File: config.mk
export PLATFORM = sky130hd
export DESIGN_NAME = cmc_macrocell
export DESIGN_NICKNAME = d
export VERILOG_FILES = /design/src/rtl/cmc_pkg.sv /design/src/rtl/cmc_macrocell.sv
export SDC_FILE = /design/constraint.sdc
export NUM_CORES = 1
export LEC_CHECK = 0
export BUFFER_PORTS_ARGS = -buffer_cell sky130_fd_sc_hd__buf_4
export CORE_ASPECT_RATIO = 1.5
export CORE_MARGIN = 8
export CORE_UTILIZATION = 27
export CTS_CLUSTER_DIAMETER = 200
export DETAILED_ROUTE_END_ITERATION = 10
export GPL_TIMING_DRIVEN = 1
export PLACE_DENSITY = 0.41
export SYNTH_ARGS = -nofsm -noshare
export SYNTH_HDL_FRONTEND = slang
export SYNTH_SLANG_ARGS = --single-unit
File: constraint.sdc
create_clock -name clock -period 7.8 [get_ports clock]
set_input_delay 1.17 -clock clock [delete_from_list [all_inputs] [get_ports clock]]
set_output_delay 1.17 -clock clock [all_outputs]
set_load 0.1 [all_outputs]
File: src/rtl/cmc_pkg.sv
/*
  package for the configurable logic cell: register map, field layouts,
  selector encodings and bus widths.
  assumes an APB master with 32-bit data and one aligned word per register.
*/
package cmc_pkg;

    // bus and cell sizes
    localparam int GLOBAL_W   = 40;
    localparam int REGION_W   = 4;
    localparam int PT_IN_W    = GLOBAL_W + REGION_W;
    localparam int NUM_PT     = 5;
    localparam int NUM_GCLK   = 3;
    localparam int OE_IO_W    = 4;
    localparam int OE_CELL_W  = 4;
    localparam int ADDR_W     = 8;

    // register byte addresses
    localparam logic [ADDR_W-1:0] ADDR_PT_BASE  = 8'h00;
    localparam logic [ADDR_W-1:0] ADDR_CONFIG   = 8'h50;
    localparam logic [ADDR_W-1:0] ADDR_SIGN     = 8'h54;
    localparam logic [ADDR_W-1:0] ADDR_PROTECT  = 8'h58;
    localparam logic [ADDR_W-1:0] ADDR_STATUS   = 8'h5C;
    localparam logic [ADDR_W-1:0] ADDR_PT_LAST  = 8'h4C;

    // product-term registers: two words per term (true mask, complement mask)
    localparam int PT_WORD_SHIFT = 3;

    // reset values
    localparam logic [31:0] CONFIG_RESET = 32'h0000_0000;
    localparam logic [15:0] SIGN_RESET   = 16'h0000;
    localparam logic [31:0] PT_MASK_OFF  = 32'hFFFF_FFFF;

    // selector encodings
    typedef enum logic [1:0] {XOR_LOW, XOR_HIGH, XOR_PT} cmc_xor_sel_t;
    typedef enum logic [1:0] {D_XOR, D_PT, D_PIN} cmc_dsel_t;
    typedef enum logic [1:0] {CLR_NONE, CLR_GLOBAL, CLR_PT, CLR_BOTH} cmc_clr_sel_t;
    typedef enum logic [2:0] {OE_PIN0, OE_PIN1, OE_IO, OE_CELL, OE_ON} cmc_oe_sel_t;

    // config register layout
    typedef struct packed {
        logic [3:0]   spare;
        logic [1:0]   oeCellIdx;
        logic [1:0]   oeIoIdx;
        logic         oeInvert;
        cmc_oe_sel_t  oeSel;
        logic [2:0]   foldPt;
        logic [2:0]   sumPtEn;
        logic         cascadeEn;
        logic         setEn;
        cmc_clr_sel_t clrSel;
        logic         clkEnEn;
        logic [1:0]   clkSel;
        logic         latchMode;
        cmc_dsel_t    dSel;
        cmc_xor_sel_t xorSel;
        logic         fbRegistered;
        logic         outRegistered;
    } cmc_config_t;

    // cell-level input group
    typedef struct packed {
        logic [GLOBAL_W-1:0]  globalBus;
        logic [REGION_W-1:0]  regionBus;
        logic                 cascadeIn;
        logic                 ioPin;
        logic [NUM_GCLK-1:0]  globalClock;
        logic                 globalClear;
        logic [1:0]           oePins;
        logic [OE_IO_W-1:0]   oeIoPins;
        logic [OE_CELL_W-1:0] oeCells;
    } cmc_cell_in_t;

endpackage

File: src/rtl/cmc_macrocell.sv
/*
  one configurable logic cell with its APB configuration port.
  assumes all cell inputs are pins or foreign logic, so each passes two
  flip-flops; clock, clear and latch behaviour are evaluated at the 40 MHz
  system clock, by edge detection on the synchronised selected clock.
*/
// Behaviour
// - five product terms over global and regional buses
// - all five terms may feed the sum
// - cascade input extends sum, up to forty
// - xor takes sum and term or fixed level
// - D, SR, toggle, JK via xor feedback
// - data from xor, term or pin
// - latch passes when clock high, holds low
// - clock from three global lines or term
// - flip-flop updates on selected rising edge
// - term clock enable low ignores global edges
// - clear: global, term, both or none
// - set: term or none
// - output and feedback each registered or combinatorial
// - output enable from pins, io or cells
// - input-only pin keeps internal logic usable
// - block input is forty global signals
// - inverted foldback term onto regional bus
// - signature, protect and status readable; terms and config locked by fuse
`timescale 1ns/1ps
`default_nettype none

module cmc_macrocell
    import cmc_pkg::*;
(
    // clock and reset
    input  wire logic                        clock,
    input  wire logic                        rst,
    // apb slave
    input  wire logic                        psel,
    input  wire logic                        penable,
    input  wire logic                        pwrite,
    input  wire logic [cmc_pkg::ADDR_W-1:0]  paddr,
    input  wire logic [31:0]                 pwdata,
    output logic      [31:0]                 prdata,
    output logic                             pready,
    output logic                             pslverr,
    // cell inputs
    input  wire cmc_pkg::cmc_cell_in_t       cellIn,
    // cell outputs
    output logic                             cellOut,
    output logic                             cellOe,
    output logic                             feedback,
    output logic                             foldback,
    output logic                             cascadeOut
);
    import cmc_pkg::*;

    // configuration state
    logic [31:0]         ptTrue  [NUM_PT];
    logic [31:0]         ptComp  [NUM_PT];
    logic [PT_IN_W-32-1:0] ptTrueHi [NUM_PT];
    logic [PT_IN_W-32-1:0] ptCompHi [NUM_PT];
    cmc_config_t         cfg;
    logic [15:0]         signature;
    logic                fuse;

    // input synchronisers
    cmc_cell_in_t        syncA;
    cmc_cell_in_t        syncB;

    always_ff @(posedge clock) begin
        if (rst) begin
            syncA <= '0;
            syncB <= '0;
        end else begin
            syncA <= cellIn;
            syncB <= syncA;
        end
    end

    // product terms
    logic [PT_IN_W-1:0]  ptIn;
    logic [NUM_PT-1:0]   pt;

    assign ptIn = {syncB.regionBus, syncB.globalBus};

    always_comb begin
        for (int i = 0; i < NUM_PT; i++) begin
            pt[i] = &(~({ptTrueHi[i], ptTrue[i]} & ~ptIn)) &
                    &(~({ptCompHi[i], ptComp[i]} & ptIn));
        end
    end

    // product term allocator: terms 0..2 optionally added to the sum, always wired to control
    logic                orSum;
    logic                xorIn;
    logic                xorOut;
    logic                ctlPt;
    logic                state;

    always_comb begin
        orSum = pt[3] | pt[4];
        for (int i = 0; i < 3; i++) begin
            orSum = orSum | (pt[i] & cfg.sumPtEn[i]);
        end
        orSum = orSum | (syncB.cascadeIn & cfg.cascadeEn);
    end

    assign ctlPt = pt[0];

    always_comb begin
        unique case (cfg.xorSel)
            XOR_HIGH: xorIn = 1'b1;
            XOR_PT:   xorIn = pt[1] ^ state;
            default:  xorIn = 1'b0;
        endcase
    end

    assign xorOut = orSum ^ xorIn;

    // storage element
    logic                dIn;
    logic                selClk;
    logic                clkPrev;
    logic                clkRise;
    logic                clkEn;
    logic                clrAct;
    logic                setAct;

    always_comb begin
        unique case (cfg.dSel)
            D_PT:    dIn = pt[4];
            D_PIN:   dIn = syncB.ioPin;
            default: dIn = xorOut;
        endcase
    end

    always_comb begin
        if (cfg.clkSel == 2'd3) begin
            selClk = pt[2];
        end else begin
            selClk = syncB.globalClock[cfg.clkSel];
        end
    end

    assign clkEn   = !(cfg.clkEnEn && cfg.clkSel != 2'd3) || pt[3];
    assign clkRise = selClk && !clkPrev;

    always_comb begin
        unique case (cfg.clrSel)
            CLR_GLOBAL: clrAct = syncB.globalClear;
            CLR_PT:     clrAct = pt[0];
            CLR_BOTH:   clrAct = syncB.globalClear | pt[0];
            default:    clrAct = 1'b0;
        endcase
    end

    assign setAct = cfg.setEn & pt[1];

    always_ff @(posedge clock) begin
        if (rst) begin
            clkPrev <= 1'b0;
        end else begin
            clkPrev <= selClk;
        end
    end

    always_ff @(posedge clock) begin
        if (rst) begin
            state <= 1'b0;
        end else if (clrAct) begin
            state <= 1'b0;
        end else if (setAct) begin
            state <= 1'b1;
        end else if (cfg.latchMode) begin
            if (selClk && clkEn) begin
                state <= dIn;
            end
        end else if (clkRise && clkEn) begin
            state <= dIn;
        end
    end

    // outputs
    logic                oeRaw;

    always_comb begin
        unique case (cfg.oeSel)
            OE_PIN0: oeRaw = syncB.oePins[0];
            OE_PIN1: oeRaw = syncB.oePins[1];
            OE_IO:   oeRaw = syncB.oeIoPins[cfg.oeIoIdx];
            OE_CELL: oeRaw = syncB.oeCells[cfg.oeCellIdx];
            default: oeRaw = 1'b1;
        endcase
    end

    always_ff @(posedge clock) begin
        if (rst) begin
            cellOut    <= 1'b0;
            cellOe     <= 1'b0;
            feedback   <= 1'b0;
            foldback   <= 1'b0;
            cascadeOut <= 1'b0;
        end else begin
            cellOut    <= cfg.outRegistered ? state : xorOut;
            cellOe     <= (cfg.oeSel == OE_ON) ? 1'b1 : (oeRaw ^ cfg.oeInvert);
            feedback   <= cfg.fbRegistered ? state : xorOut;
            foldback   <= ~pt[cfg.foldPt];
            cascadeOut <= orSum;
        end
    end

    // apb register file
    logic                setupAcc;
    logic                wrAcc;
    logic                ptHit;
    logic [2:0]          ptIdx;
    logic                ptHalf;
    logic                mapped;

    assign setupAcc = psel && !penable;
    assign wrAcc    = psel && penable && pwrite && pready;
    assign ptHit    = paddr <= ADDR_PT_LAST && paddr[1:0] == 2'b00 &&
                      paddr[ADDR_W-1:PT_WORD_SHIFT] < (ADDR_W-PT_WORD_SHIFT)'(NUM_PT);
    assign ptIdx    = paddr[PT_WORD_SHIFT+2:PT_WORD_SHIFT];
    assign ptHalf   = paddr[2];
    assign mapped   = (ptHit && ptIdx < 3'(NUM_PT)) || paddr == ADDR_CONFIG ||
                      paddr == ADDR_SIGN || paddr == ADDR_PROTECT ||
                      paddr == ADDR_STATUS;

    always_ff @(posedge clock) begin
        if (rst) begin
            pready <= 1'b0;
        end else begin
            pready <= setupAcc;
        end
    end

    always_ff @(posedge clock) begin
        if (rst) begin
            for (int i = 0; i < NUM_PT; i++) begin
                ptTrue[i]   <= PT_MASK_OFF;
                ptComp[i]   <= PT_MASK_OFF;
                ptTrueHi[i] <= '1;
                ptCompHi[i] <= '1;
            end
            cfg       <= cmc_config_t'(CONFIG_RESET);
            signature <= SIGN_RESET;
            fuse      <= 1'b0;
        end else if (wrAcc && mapped) begin
            if (ptHit && ptIdx < 3'(NUM_PT) && !fuse) begin
                if (ptHalf) begin
                    ptComp[ptIdx]   <= pwdata;
                    ptCompHi[ptIdx] <= '0;
                end else begin
                    ptTrue[ptIdx]   <= pwdata;
                    ptTrueHi[ptIdx] <= '0;
                end
            end else if (paddr == ADDR_CONFIG && !fuse) begin
                cfg <= cmc_config_t'(pwdata);
            end else if (paddr == ADDR_SIGN) begin
                signature <= pwdata[15:0];
            end else if (paddr == ADDR_PROTECT && pwdata[0]) begin
                fuse <= 1'b1;
            end
        end
    end

    always_ff @(posedge clock) begin
        if (rst) begin
            prdata  <= '0;
            pslverr <= 1'b0;
        end else if (setupAcc) begin
            pslverr <= !mapped;
            prdata  <= '0;
            if (!pwrite && mapped) begin
                if (paddr == ADDR_SIGN) begin
                    prdata <= {16'h0000, signature};
                end else if (paddr == ADDR_PROTECT) begin
                    prdata <= {31'h0000_0000, fuse};
                end else if (paddr == ADDR_STATUS) begin
                    prdata <= {28'h000_0000, orSum, xorOut, cellOe, state};
                end else if (fuse) begin
                    prdata <= '0;
                end else if (paddr == ADDR_CONFIG) begin
                    prdata <= 32'(cfg);
                end else if (ptHalf) begin
                    prdata <= ptComp[ptIdx];
                end else begin
                    prdata <= ptTrue[ptIdx];
                end
            end
        end else begin
            pslverr <= 1'b0;
        end
    end

endmodule

`default_nettype wire

==> impl_table.tex, run 1 <==
\begin{tabular}{lr}
\hline
Metric & Value \\
\hline
\multicolumn{2}{l}{\textbf{Status}} \\
Status & complete, no violations \\
\multicolumn{2}{l}{\textbf{CTS}} \\
Clock Tree Buf Depth & 3 \\
Clock tree root buffer cell & sky130\_fd\_sc\_hd\_\_clkbuf\_16 \\
Inserted Clock Buffers & 76 \\
Cts-stage hold buffer count & 0 \\
Later-pin clock latency in the skew report & 660 ps \\
Clock transition at path regs & 60 ps \\
Clock tree from TritonCTS & built \\
Total of cells resized after clock tree synthesis & 0 \\
Count of H-tree levels built during CTS & 3 \\
\# Post-CTS Setup Buffers & 0 \\
Number of clock sinks & 732 \\
\multicolumn{2}{l}{\textbf{Setup path}} \\
Biggest cell delay along the critical path & 1270 ps \\
Required @ worst endpoint & 8300 ps \\
Max Fanout on Critical Path & 5 \\
Sort of element at the start of the critical path & flop \\
Chain of cells forming the critical path & mux2i\_1 -> nand4\_1 -> nor4\_1 -> and3\_1 -> a211oi\_1 -> nand2\_1 -> xor2\_1 -> o31ai\_1 \\
Slowest cell on the critical path & sky130\_fd\_sc\_hd\_\_nor4\_1 \\
Critical path startpoint & ptIn[8]\$\_SDFF\_PP0\_ \\
Slack of the worst reg-to-reg path & 3370 ps \\
Setup CP Type & reg2reg \\
Cell type group with the largest total delay on the critical path & simple AND/OR/NAND/NOR gates \\
Worst flop-to-flop path startpoint & ptIn[8]\$\_SDFF\_PP0\_ \\
CP Buf/Inv Count & 0 \\
CP Data Arrival Time & 4930 ps \\
Sort of element at the end of the critical path & flop \\
\multicolumn{2}{l}{\textbf{Finish}} \\
Filler Cell Count & 11,699 \\
Synth-to-layout area growth & 18.7\% \\
Design Area, Final & 0.0373 mm2 \\
Total number of nets in the final design & 2,941 \\
Utilization after layout & 32.2\% \\
Register Area & 0.0198 mm2 \\
Area of the multi-input gates & 0.0114 mm2 \\
Share of final-layout standard cells stronger than drive strength 1 & 19.4\% \\
\multicolumn{2}{l}{\textbf{Drt}} \\
Post-Route WL & 150,000 um \\
DRC viols & 0 \\
Antenna-violating nets left & 0 \\
Drt pass-1 iters & 6 \\
Vias per Instance & 5.16 \\
Average detailed-routed wire length per instance & 33.8 um \\
Total number of vias & 22,951 \\
First DRT Iteration DRCs & 2,331 \\
\multicolumn{2}{l}{\textbf{STA}} \\
Final period utilization & 56.8\% \\
Worst setup slack after layout & 3370 ps \\
Unrepaired setup endpoints after global routing & no \\
Final critical path time including I/O delays and setup & 4430 ps \\
Endpoints failing setup & 0 \\
Relative max-transition margin & 3.23\% \\
Actual slew at the worst max-slew pin & 1440 ps \\
Count of final max-slew check failures & 0 \\
Sum of negative setup slack & 0 ps \\
Fmax & 226 MHz \\
Final-report hold violation count & 0 \\
Worst-case clock skew & 17.7 ps \\
\multicolumn{2}{l}{\textbf{Yosys}} \\
Most instantiated library cell after synthesis & sky130\_fd\_sc\_hd\_\_edfxtp\_1 \\
Post-synthesis instance area & 0.0315 mm2 \\
Synth async-reset ratio & 0\% \\
Largest area contributor in the synthesized netlist & sky130\_fd\_sc\_hd\_\_edfxtp\_1 \\
Sequential element share of the synthesized area & 62.9\% \\
Top\_reg\_cell synth & sky130\_fd\_sc\_hd\_\_edfxtp\_1 \\
Count of yosys warnings during synthesis & 0 \\
Number of unique standard cell types used by synthesis & 81 \\
Most instantiated cells after synthesis & sky130\_fd\_sc\_hd\_\_edfxtp\_1 (512), sky130\_fd\_sc\_hd\_\_dfxtp\_1 (220), sky130\_fd\_sc\_hd\_\_nand2\_1 (178) \\
Number of enable-type register cells in the synthesized netlist & 512 \\
Cell count after synthesis & 2,578 \\
Number of storage elements in the synthesis netlist & 732 \\
Yosys top cell area share & 48.9\% \\
Syn avg cell area & 12.2 um2 \\
Biggest area contributors in the synthesized netlist & sky130\_fd\_sc\_hd\_\_edfxtp\_1 (49\%), sky130\_fd\_sc\_hd\_\_dfxtp\_1 (14\%), sky130\_fd\_sc\_hd\_\_mux2i\_1 (3.9\%) \\
\multicolumn{2}{l}{\textbf{Die}} \\
Standard-cell row count & 153 \\
Floorplan die width & 295 um \\
Core Region & 0.116 mm2 \\
Boundary Pins & 144 \\
Starting density of the core & 27.2\% \\
Die Height & 434 um \\
Die area & 0.128 mm2 \\
\multicolumn{2}{l}{\textbf{Place}} \\
Final Wtd Congestion & 0.977 \\
DPL Wire Length & 105,000 um \\
DP Area & 0.0348 mm2 \\
Count of port buffers added during placement & 143 \\
Post-Place Setup Slack & 2830 ps \\
\multicolumn{2}{l}{\textbf{Global routing}} \\
Global route overflow & 0 \\
Wire length of the first global-routing pass & 203,000 um \\
GRT Overall Usage & 23.0\% \\
Largest net degree at the start of global routing & 85 \\
Initial antenna violation count & 5 \\
Number of global-route vias before repair & 23,680 \\
\multicolumn{2}{l}{\textbf{Job}} \\
Number of maximum-capacitance constraint violations & 0 \\
\multicolumn{2}{l}{\textbf{Worst hold path}} \\
Hold Crit Start & syncA[41]\$\_SDFF\_PP0\_ \\
Worst min-delay path category & reg2reg \\
\multicolumn{2}{l}{\textbf{Pwr}} \\
Worst vdd ir & 0.000130 V \\
Power per cell area & 240 mW/mm2 \\
Overall power of the completed layout & 8.95 mW \\
Static leakage & 12.5 nW \\
\hline
\end{tabular}
-- cells in the final DEF (no fill, tap or decap), drive strengths merged, types with 10 or more instances in the layout --
cell type and count:
clkbuf 119, nor2b 152, nor3 10, inv 47
mux2 24, nand2b 108, nand4 50, or3 68
edfxtp 512, a21oi 127, a2111oi 10, mux2i 122
buf 198, o21ai 54, dfxtp 220, nor2 120
or2 166, a221oi 49, mux4 18, nand2 178
and2 11, nand3 32, a22oi 135, nor4 10
conb 192, a22o 33
-- per-layer routing --
layer  global-route usage (%)  share of wire, %
met1                     25.3                36
met3                     3.69               5.7
met5                        0            0.0080
met2                     40.0                50
met4                     16.8               8.6
-- kinds of logic after synthesis --
logic type                 synth area share, %
adders and majority gates                0.159
AOI/OAI and AO/OA                         10.9
xor gates and xnor gates                0.0557
buffers and inverters                     3.58
and+or+nand+nor                           16.4
other                                   0.0119
muxes                                     6.05
DFF                                       62.9
-- metrics by stage --
stage          hold slack [ps]  cells
2_1_floorplan              414   2769
3_3_place_gp               418   4304
3_5_place_dp               420   4304
4_1_cts                    435   4441
5_1_grt                    451   4446
6_report                   429   4450
-- worst paths after layout --
check                             end  depth (start not counted)
setup / recovery  feedback$_SDFF_PP0_                          8
hold / removal    ptIn[21]$_SDFF_PP0_                          1
setup reg to reg  feedback$_SDFF_PP0_                          8
hold reg to reg   ptIn[21]$_SDFF_PP0_                          1
-- cell type report --
type	count	area share, %
multi-input cells	1781	30.4
diodes	9	0.0603
inverters	42	0.422
repair buffers	199	4.09
clock inverters	19	0.620
clock buffers	118	6.23
well taps	1550	5.19
flip-flops and latches	732	53.0
-- state kept, by name, summed over array words and instances, names as in the netlist --
| signal | cells |
|---|---|
| ptTrueHi | 5 |
| ptIn | 44 |
| cellOe | 1 |
| signature | 16 |
| cascadeOut | 1 |
| foldback | 1 |
| clkPrev | 1 |
| syncB | 16 |
| state | 1 |
| pready | 1 |
| ptComp | 256 |
| ptTrue | 256 |
| cellOut | 1 |
| feedback | 1 |
| prdata | 32 |
| cfg | 32 |
| fuse | 1 |
| ptCompHi | 5 |
| pslverr | 1 |
| syncA | 60 |
-- power by group --
group          internal (mW)  switching [mW]
Combinational          0.199           0.505
Sequential              4.31           0.110
Clock                   2.19            1.63
Total                   6.70            2.24
Note: power is estimated with default switching activity, not from simulation.
==> run 2, diff against run 1 <==
==> constraint.sdc (replaced) <==
create_clock -name clock -period 4.4 [get_ports clock]
set_input_delay 0.66 -clock clock [delete_from_list [all_inputs] [get_ports clock]]
set_output_delay 0.66 -clock clock [all_outputs]
set_load 0.1 [all_outputs]
==> impl_table.tex, run 2 (synthesis gave the netlist of run 1 again) <==
\begin{tabular}{lr}
\hline
Metric & Value \\
\hline
\multicolumn{2}{l}{\textbf{Pwr}} \\
Switching Power & 4.13 mW (was 2.24 mW) \\
Combinational Power Share & 8.2\% (was 7.9\%) \\
Clock network power share & 43.0\% (was 42.7\%) \\
Worst vdd ir & 0.000237 V (was 0.000130 V) \\
Seq pwr share & 48.8\% (was 49.4\%) \\
Power per cell area & 422 mW/mm2 (was 240 mW/mm2) \\
Internal power & 12.0 mW (was 6.70 mW) \\
Static leakage & 13.0 nW (was 12.5 nW) \\
Switching share of power & 25.6\% (was 25.1\%) \\
\multicolumn{2}{l}{\textbf{CTS}} \\
Cts-stage hold buffer count & 0 (unchanged) \\
Clock tree root buffer cell & sky130\_fd\_sc\_hd\_\_clkbuf\_16 (unchanged) \\
Later-pin clock latency in the skew report & 680 ps (was 660 ps) \\
Count of H-tree levels built during CTS & 3 (unchanged) \\
Clock Tree Buf Depth & 3 (unchanged) \\
Clock transition at path regs & 60 ps (about the same) \\
Clock tree from TritonCTS & built (unchanged) \\
\# Post-CTS Setup Buffers & 0 (unchanged) \\
Inserted Clock Buffers & 78 (was 76) \\
Number of clock sinks & 732 (unchanged) \\
Total of cells resized after clock tree synthesis & 0 (unchanged) \\
\multicolumn{2}{l}{\textbf{Worst hold path}} \\
Hold-critical path endpoint & syncA[49]\$\_SDFF\_PP0\_ (was ptIn[21]\$\_SDFF\_PP0\_) \\
Worst min-delay path category & in2reg (was reg2reg) \\
Hold Crit Start & cellIn[49] (was syncA[41]\$\_SDFF\_PP0\_) \\
Hold-critical path depth & 2 (was 1) \\
\multicolumn{2}{l}{\textbf{Setup path}} \\
Number of cells traversed by the worst register-to-register path & 11 (was 8) \\
Setup CP Type & reg2reg (unchanged) \\
CP Data Arrival Time & 4600 ps (was 4930 ps) \\
Sort of element at the end of the critical path & flop (unchanged) \\
Sort of element at the start of the critical path & flop (unchanged) \\
Required @ worst endpoint & 4960 ps (was 8300 ps) \\
Slack of the worst reg-to-reg path & 360 ps (was 3370 ps) \\
Worst flop-to-flop path startpoint & ptIn[23]\$\_SDFF\_PP0\_ (was ptIn[8]\$\_SDFF\_PP0\_) \\
Max Fanout on Critical Path & 6 (was 5) \\
Capture point of the worst reg-to-reg path & state\$\_SDFFE\_PP0P\_ (was feedback\$\_SDFF\_PP0\_) \\
\multicolumn{2}{l}{\textbf{STA}} \\
Relative max-transition margin & 19.5\% (was 3.23\%) \\
Final-report hold violation count & 0 (unchanged) \\
Final critical path time including I/O delays and setup & 4040 ps (was 4430 ps) \\
Sum of negative setup slack & 0 ps (unchanged) \\
Endpoints failing setup & 0 (unchanged) \\
Count of final max-slew check failures & 0 (unchanged) \\
Actual slew at the worst max-slew pin & 1210 ps (was 1440 ps) \\
Fmax & 248 MHz (was 226 MHz) \\
Worst-case clock skew & 21.6 ps (was 17.7 ps) \\
Final hold slack & 192 ps (was 429 ps) \\
Final period utilization & 91.7\% (was 56.8\%) \\
Unrepaired setup endpoints after global routing & no (unchanged) \\
\multicolumn{2}{l}{\textbf{Drt}} \\
Drt pass-1 iters & 7 (was 6) \\
Vias per Instance & 5.20 (was 5.16) \\
Post-Route WL & 160,000 um (was 150,000 um) \\
DRC viols & 0 (unchanged) \\
Antenna-violating nets left & 0 (unchanged) \\
Total number of vias & 23,603 (was 22,951) \\
First DRT Iteration DRCs & 2,489 (was 2,331) \\
Average detailed-routed wire length per instance & 35.3 um (was 33.8 um) \\
\multicolumn{2}{l}{\textbf{Place}} \\
Final Wtd Congestion & 0.989 (was 0.977) \\
DPL Wire Length & 117,000 um (was 105,000 um) \\
Count of port buffers added during placement & 143 (unchanged) \\
\multicolumn{2}{l}{\textbf{Status}} \\
Status & complete, no violations (unchanged) \\
\multicolumn{2}{l}{\textbf{Die}} \\
Die Height & 434 um (unchanged) \\
Boundary Pins & 144 (unchanged) \\
Starting density of the core & 27.2\% (unchanged) \\
Floorplan die width & 295 um (unchanged) \\
Standard-cell row count & 153 (unchanged) \\
Die area & 0.128 mm2 (unchanged) \\
Core Region & 0.116 mm2 (unchanged) \\
\multicolumn{2}{l}{\textbf{Global routing}} \\
Initial antenna violation count & 5 (unchanged) \\
GRT Overall Usage & 24.5\% (was 23.0\%) \\
Largest net degree at the start of global routing & 83 (was 85) \\
Wire length of the first global-routing pass & 214,000 um (was 203,000 um) \\
Number of global-route vias before repair & 23,994 (was 23,680) \\
Global route overflow & 0 (unchanged) \\
\multicolumn{2}{l}{\textbf{Finish}} \\
Synth-to-layout area growth & 21.2\% (was 18.7\%) \\
Total number of nets in the final design & 3,026 (was 2,941) \\
Top Registers & ptComp: 256 flops, ptTrue: 256 flops, syncA: 60 flops (unchanged) \\
Leading cell type in the layout, fill and taps excluded & sky130\_fd\_sc\_hd\_\_edfxtp\_1 (unchanged) \\
Share of final-layout standard cells stronger than drive strength 1 & 22.0\% (was 19.4\%) \\
Utilization after layout & 32.9\% (was 32.2\%) \\
Commonest cells after routing, fill and taps aside & sky130\_fd\_sc\_hd\_\_edfxtp\_1 (512), sky130\_fd\_sc\_hd\_\_buf\_4 (268), sky130\_fd\_sc\_hd\_\_dfxtp\_1 (220) (was sky130\_fd\_sc\_hd\_\_edfxtp\_1 (512), sky130\_fd\_sc\_hd\_\_dfxtp\_1 (220), sky130\_fd\_sc\_hd\_\_buf\_4 (195)) \\
\multicolumn{2}{l}{\textbf{Job}} \\
Number of maximum-capacitance constraint violations & 0 (unchanged) \\
\hline
\end{tabular}
-- run 2: how the worst max path moves through the flow --
| stage | depth (start not counted) | slack [ps] | to | startpoint |
|---|---|---|---|---|
| detailed placement | 11 | 240 | state$_SDFFE_PP0P_ | ptIn[23]$_SDFF_PP0_ |
| CTS | 11 | 230 | state$_SDFFE_PP0P_ | ptIn[23]$_SDFF_PP0_ |
| global placement | 11 | 140 | prdata[2]$_SDFFE_PP0P_ | ptIn[23]$_SDFF_PP0_ |
| global route | 11 | 340 | state$_SDFFE_PP0P_ | ptIn[23]$_SDFF_PP0_ |
| floorplan | 8 | 1240 | ptTrue[0][0]$_SDFFCE_PN1P_ | paddr[3] |
| finish | 11 | 360 | state$_SDFFE_PP0P_ | ptIn[23]$_SDFF_PP0_ |
-- run 2: area by class of cell --
class,count,area (um2)
Sequential cell,732,19800
Antenna cell,3,7.51
Tap cell,1550,1940
Timing Repair Buffer,282,2280
Clock inverter,38,313
Inverter,42,158
Fill cell,11696,77700
Clock buffer,107,2330
Multi-Input combinational cell,1781,11300
-- run 2: through the flow --
stage	instances	instance area (um2)	worst slack [ps]	total power, mW
floorplan	2769	32200	1240	8.48
global placement	4387	35500	142	9.31
detailed placement	4387	35500	243	9.31
CTS	4532	38100	225	16.2
global route	4533	38100	341	16.5
finish	4535	38100	364	16.1
-- run 2: power groups by stage --
stage	registers, mW	clock network, mW	logic [mW]
final	7.86	6.92	1.32
after global routing	7.87	7.28	1.37
after CTS	7.85	7.06	1.32
after detailed placement	8.00	0	1.31
after global placement	8.00	0	1.31
after floorplan	7.87	0	0.603
-- run 2: layer usage --
layer	vias to the layer above	routed length [um]	part of all wire (%)	GRT usage [%]
met5	-	0	0	0
li1	9964	-	-	-
met1	12291	59000	37	27.6
met4	0	11700	7.3	15.7
met2	1048	81100	51	43.4
met3	300	8500	5.3	3.21
-- run 2: worst max-delay path, cell delays in order (launching register included) --
cell and delay, ps:
sky130_fd_sc_hd__dfxtp_1 770, sky130_fd_sc_hd__inv_1 350, sky130_fd_sc_hd__a221o_1 420, sky130_fd_sc_hd__a2111oi_0 760
sky130_fd_sc_hd__nand4_1 170, sky130_fd_sc_hd__nor2_1 480, sky130_fd_sc_hd__buf_4 240, sky130_fd_sc_hd__a222oi_1 110
sky130_fd_sc_hd__buf_4 180, sky130_fd_sc_hd__a211o_1 280, sky130_fd_sc_hd__nand4b_1 90, sky130_fd_sc_hd__o21ai_1 70
==> run 3, diff against run 2 <==
--- a/config.mk
+++ b/config.mk
@@ -7,12 +7,13 @@
 export LEC_CHECK = 0
 export BUFFER_PORTS_ARGS = -buffer_cell sky130_fd_sc_hd__buf_4
 export CORE_ASPECT_RATIO = 1.5
-export CORE_MARGIN = 8
+export CORE_MARGIN = 2
 export CORE_UTILIZATION = 27
 export CTS_CLUSTER_DIAMETER = 200
 export DETAILED_ROUTE_END_ITERATION = 10
 export GPL_TIMING_DRIVEN = 1
 export PLACE_DENSITY = 0.41
+export SLEW_MARGIN = 20
 export SYNTH_ARGS = -nofsm -noshare
 export SYNTH_HDL_FRONTEND = slang
 export SYNTH_SLANG_ARGS = --single-unit
==> constraint.sdc (replaced) <==
create_clock -name clock -period 4.2 [get_ports clock]
set_input_delay 0.63 -clock clock [delete_from_list [all_inputs] [get_ports clock]]
set_output_delay 0.63 -clock clock [all_outputs]
set_load 0.1 [all_outputs]
==> impl_table.tex, run 3 (synthesis gave the netlist of run 1 again) <==
\begin{tabular}{lr}
\hline
Metric & Value \\
\hline
\multicolumn{2}{l}{\textbf{Finish}} \\
Leading cell type in the layout, fill and taps excluded & sky130\_fd\_sc\_hd\_\_edfxtp\_1 (unchanged) \\
Total number of nets in the final design & 3,051 (was 3,026) \\
Filler Cell Count & 11,742 (was 11,696) \\
Synth-to-layout area growth & 22.0\% (was 21.2\%) \\
Share of final-layout standard cells stronger than drive strength 1 & 22.4\% (was 22.0\%) \\
Commonest cells after routing, fill and taps aside & sky130\_fd\_sc\_hd\_\_edfxtp\_1 (512), sky130\_fd\_sc\_hd\_\_buf\_4 (288), sky130\_fd\_sc\_hd\_\_dfxtp\_1 (220) (was sky130\_fd\_sc\_hd\_\_edfxtp\_1 (512), sky130\_fd\_sc\_hd\_\_buf\_4 (268), sky130\_fd\_sc\_hd\_\_dfxtp\_1 (220)) \\
Top Registers & ptComp: 256 flops, ptTrue: 256 flops, syncA: 60 flops (unchanged) \\
\multicolumn{2}{l}{\textbf{Global routing}} \\
GRT Overall Usage & 26.5\% (was 24.5\%) \\
Number of global-route vias before repair & 24,025 (was 23,994) \\
Global route overflow & 0 (unchanged) \\
Wire length of the first global-routing pass & 213,000 um (was 214,000 um) \\
Initial antenna violation count & 7 (was 5) \\
Largest net degree at the start of global routing & 131 (was 83) \\
\multicolumn{2}{l}{\textbf{Drt}} \\
Average detailed-routed wire length per instance & 34.8 um (was 35.3 um) \\
Total number of vias & 23,964 (was 23,603) \\
DRC viols & 0 (unchanged) \\
Vias per Instance & 5.25 (was 5.20) \\
Post-Route WL & 159,000 um (was 160,000 um) \\
Antenna-violating nets left & 0 (unchanged) \\
Drt pass-1 iters & 6 (was 7) \\
First DRT Iteration DRCs & 2,770 (was 2,489) \\
\multicolumn{2}{l}{\textbf{Pwr}} \\
Static leakage & 13.1 nW (was 13.0 nW) \\
Overall power of the completed layout & 17.0 mW (was 16.1 mW) \\
Power per cell area & 443 mW/mm2 (was 422 mW/mm2) \\
Worst vdd ir & 0.000285 V (was 0.000237 V) \\
\multicolumn{2}{l}{\textbf{Die}} \\
Die Height & 422 um (was 434 um) \\
Core Region & 0.116 mm2 (unchanged) \\
Boundary Pins & 144 (unchanged) \\
Die area & 0.119 mm2 (was 0.128 mm2) \\
Floorplan die width & 283 um (was 295 um) \\
Starting density of the core & 27.2\% (unchanged) \\
Standard-cell row count & 153 (unchanged) \\
\multicolumn{2}{l}{\textbf{CTS}} \\
Inserted Clock Buffers & 80 (was 78) \\
Clock Tree Buf Depth & 3 (unchanged) \\
Total of cells resized after clock tree synthesis & 0 (unchanged) \\
Count of H-tree levels built during CTS & 3 (unchanged) \\
Number of clock sinks & 732 (unchanged) \\
Clock transition at path regs & 70 ps (was 60 ps) \\
Later-pin clock latency in the skew report & 700 ps (was 680 ps) \\
Clock tree from TritonCTS & built (unchanged) \\
Clock tree root buffer cell & sky130\_fd\_sc\_hd\_\_clkbuf\_16 (unchanged) \\
\# Post-CTS Setup Buffers & 0 (unchanged) \\
Cts-stage hold buffer count & 0 (unchanged) \\
\multicolumn{2}{l}{\textbf{Place}} \\
Post-Place Setup Slack & 271 ps (was 243 ps) \\
DPL Wire Length & 115,000 um (was 117,000 um) \\
Count of port buffers added during placement & 143 (unchanged) \\
Final Wtd Congestion & 0.992 (was 0.989) \\
\multicolumn{2}{l}{\textbf{Setup path}} \\
CP Data Arrival Time & 4010 ps (was 4600 ps) \\
Slack of the worst reg-to-reg path & 740 ps (was 360 ps) \\
Required @ worst endpoint & 4750 ps (was 4960 ps) \\
Chain of cells forming the critical path & inv\_1 -> a22o\_1 -> a221oi\_1 -> nand4\_1 -> nor4\_4 -> buf\_4 -> a222oi\_1 -> nand2\_1 -> xor2\_1 -> buf\_4 -> o31ai\_1 (was inv\_1 -> a221o\_1 -> a2111oi\_0 -> nand4\_1 -> nor2\_1 -> buf\_4 -> a222oi\_1 -> buf\_4 -> a211o\_1 -> nand4b\_1 -> o21ai\_1) \\
Most frequent cell on the critical path & sky130\_fd\_sc\_hd\_\_buf\_4 (unchanged) \\
Cell type group with the largest total delay on the critical path & compound AO/OA/AOI/OAI gates (unchanged) \\
Sort of element at the end of the critical path & flop (unchanged) \\
Setup CP Type & reg2reg (unchanged) \\
Biggest cell delay along the critical path & 580 ps (was 770 ps) \\
Sort of element at the start of the critical path & flop (unchanged) \\
Max Fanout on Critical Path & 5 (was 6) \\
CP Buf/Inv Count & 3 (unchanged) \\
Slowest cell on the critical path & sky130\_fd\_sc\_hd\_\_a221oi\_1 (was sky130\_fd\_sc\_hd\_\_dfxtp\_1) \\
\multicolumn{2}{l}{\textbf{Status}} \\
Status & complete, no violations (unchanged) \\
\multicolumn{2}{l}{\textbf{STA}} \\
Final-report hold violation count & 0 (unchanged) \\
Endpoints failing setup & 0 (unchanged) \\
Actual slew at the worst max-slew pin & 1160 ps (was 1210 ps) \\
Worst setup slack after layout & 735 ps (was 364 ps) \\
Unrepaired setup endpoints after global routing & no (unchanged) \\
Final critical path time including I/O delays and setup & 3470 ps (was 4040 ps) \\
Relative max-transition margin & 22.5\% (was 19.5\%) \\
Worst-case clock skew & 26.9 ps (was 21.6 ps) \\
Fmax & 289 MHz (was 248 MHz) \\
Sum of negative setup slack & 0 ps (unchanged) \\
Count of final max-slew check failures & 0 (unchanged) \\
Final period utilization & 82.5\% (was 91.7\%) \\
\multicolumn{2}{l}{\textbf{Worst hold path}} \\
Worst min-delay path category & in2reg (unchanged) \\
\multicolumn{2}{l}{\textbf{Job}} \\
Number of maximum-capacitance constraint violations & 0 (unchanged) \\
\hline
\end{tabular}
## run 3: changes by cell type in the layout (fill, tap and decap cells not counted), sizes merged
cell / before / now
buf: 281 / 304
bufinv: 3 / 6
clkbuf: 108 / 111
clkinvlp: 1 / 3
inv: 50 / 48
clkinv: 26 / 25
diode: 3 / 4
## run 3: worst paths after layout
kind / end / start / cells past startpoint
setup / recovery: cellOut$_SDFF_PP0_ / ptIn[31]$_SDFF_PP0_ / 11
setup reg to reg: cellOut$_SDFF_PP0_ / ptIn[31]$_SDFF_PP0_ / 11
hold / removal: syncA[6]$_SDFF_PP0_ / cellIn[6] / 2
hold reg to reg: ptIn[38]$_SDFF_PP0_ / syncA[58]$_SDFF_PP0_ / 1
## run 3: worst register-to-register path, cell delays in order (launching register included)
cell	delay, ps
sky130_fd_sc_hd__dfxtp_1	420
sky130_fd_sc_hd__inv_1	280
sky130_fd_sc_hd__a22o_1	360
sky130_fd_sc_hd__a221oi_1	580
sky130_fd_sc_hd__nand4_1	420
sky130_fd_sc_hd__nor4_4	370
sky130_fd_sc_hd__buf_4	190
sky130_fd_sc_hd__a222oi_1	90
sky130_fd_sc_hd__nand2_1	140
sky130_fd_sc_hd__xor2_1	260
sky130_fd_sc_hd__buf_4	170
sky130_fd_sc_hd__o31ai_1	60
## run 3: layout make-up
class	count	area [um2]	share of cell area [%]
diodes	4	10.0	0.0261
repair buffers	305	2490	6.48
inverters	42	158	0.411
clock buffers	110	2260	5.89
multi-input cells	1781	11300	29.5
flip-flops and latches	732	19800	51.5
well taps	1550	1940	5.05
clock inverters	40	412	1.07
## run 3: stage by stage
stage / cell area (um2) / hold slack, ps / std cells / util [%]
floorplan: 32200 / 414 / 2769 / -
global placement: 35700 / 422 / 4410 / 30.8
detailed placement: 35700 / 424 / 4410 / 30.8
CTS: 38400 / 94.7 / 4560 / 33.1
global route: 38400 / 130 / 4560 / 33.1
finish: 38400 / 146 / 4564 / 33.1
## run 3: power by group
group	switching (mW)	internal, mW	leakage [nW]
logic	1.01	0.436	5.39
clock network	3.18	4.18	1.31
registers	0.193	8.01	6.37
## run 3: layer usage
metal / vias to the layer above / GRT usage [%] / routed length, um
met5: - / 0 / 37
li1: 10016 / - / -
met4: 6 / 16.8 / 12200
met1: 12491 / 30.7 / 58800
met2: 1113 / 45.5 / 78500
met3: 338 / 3.81 / 9350
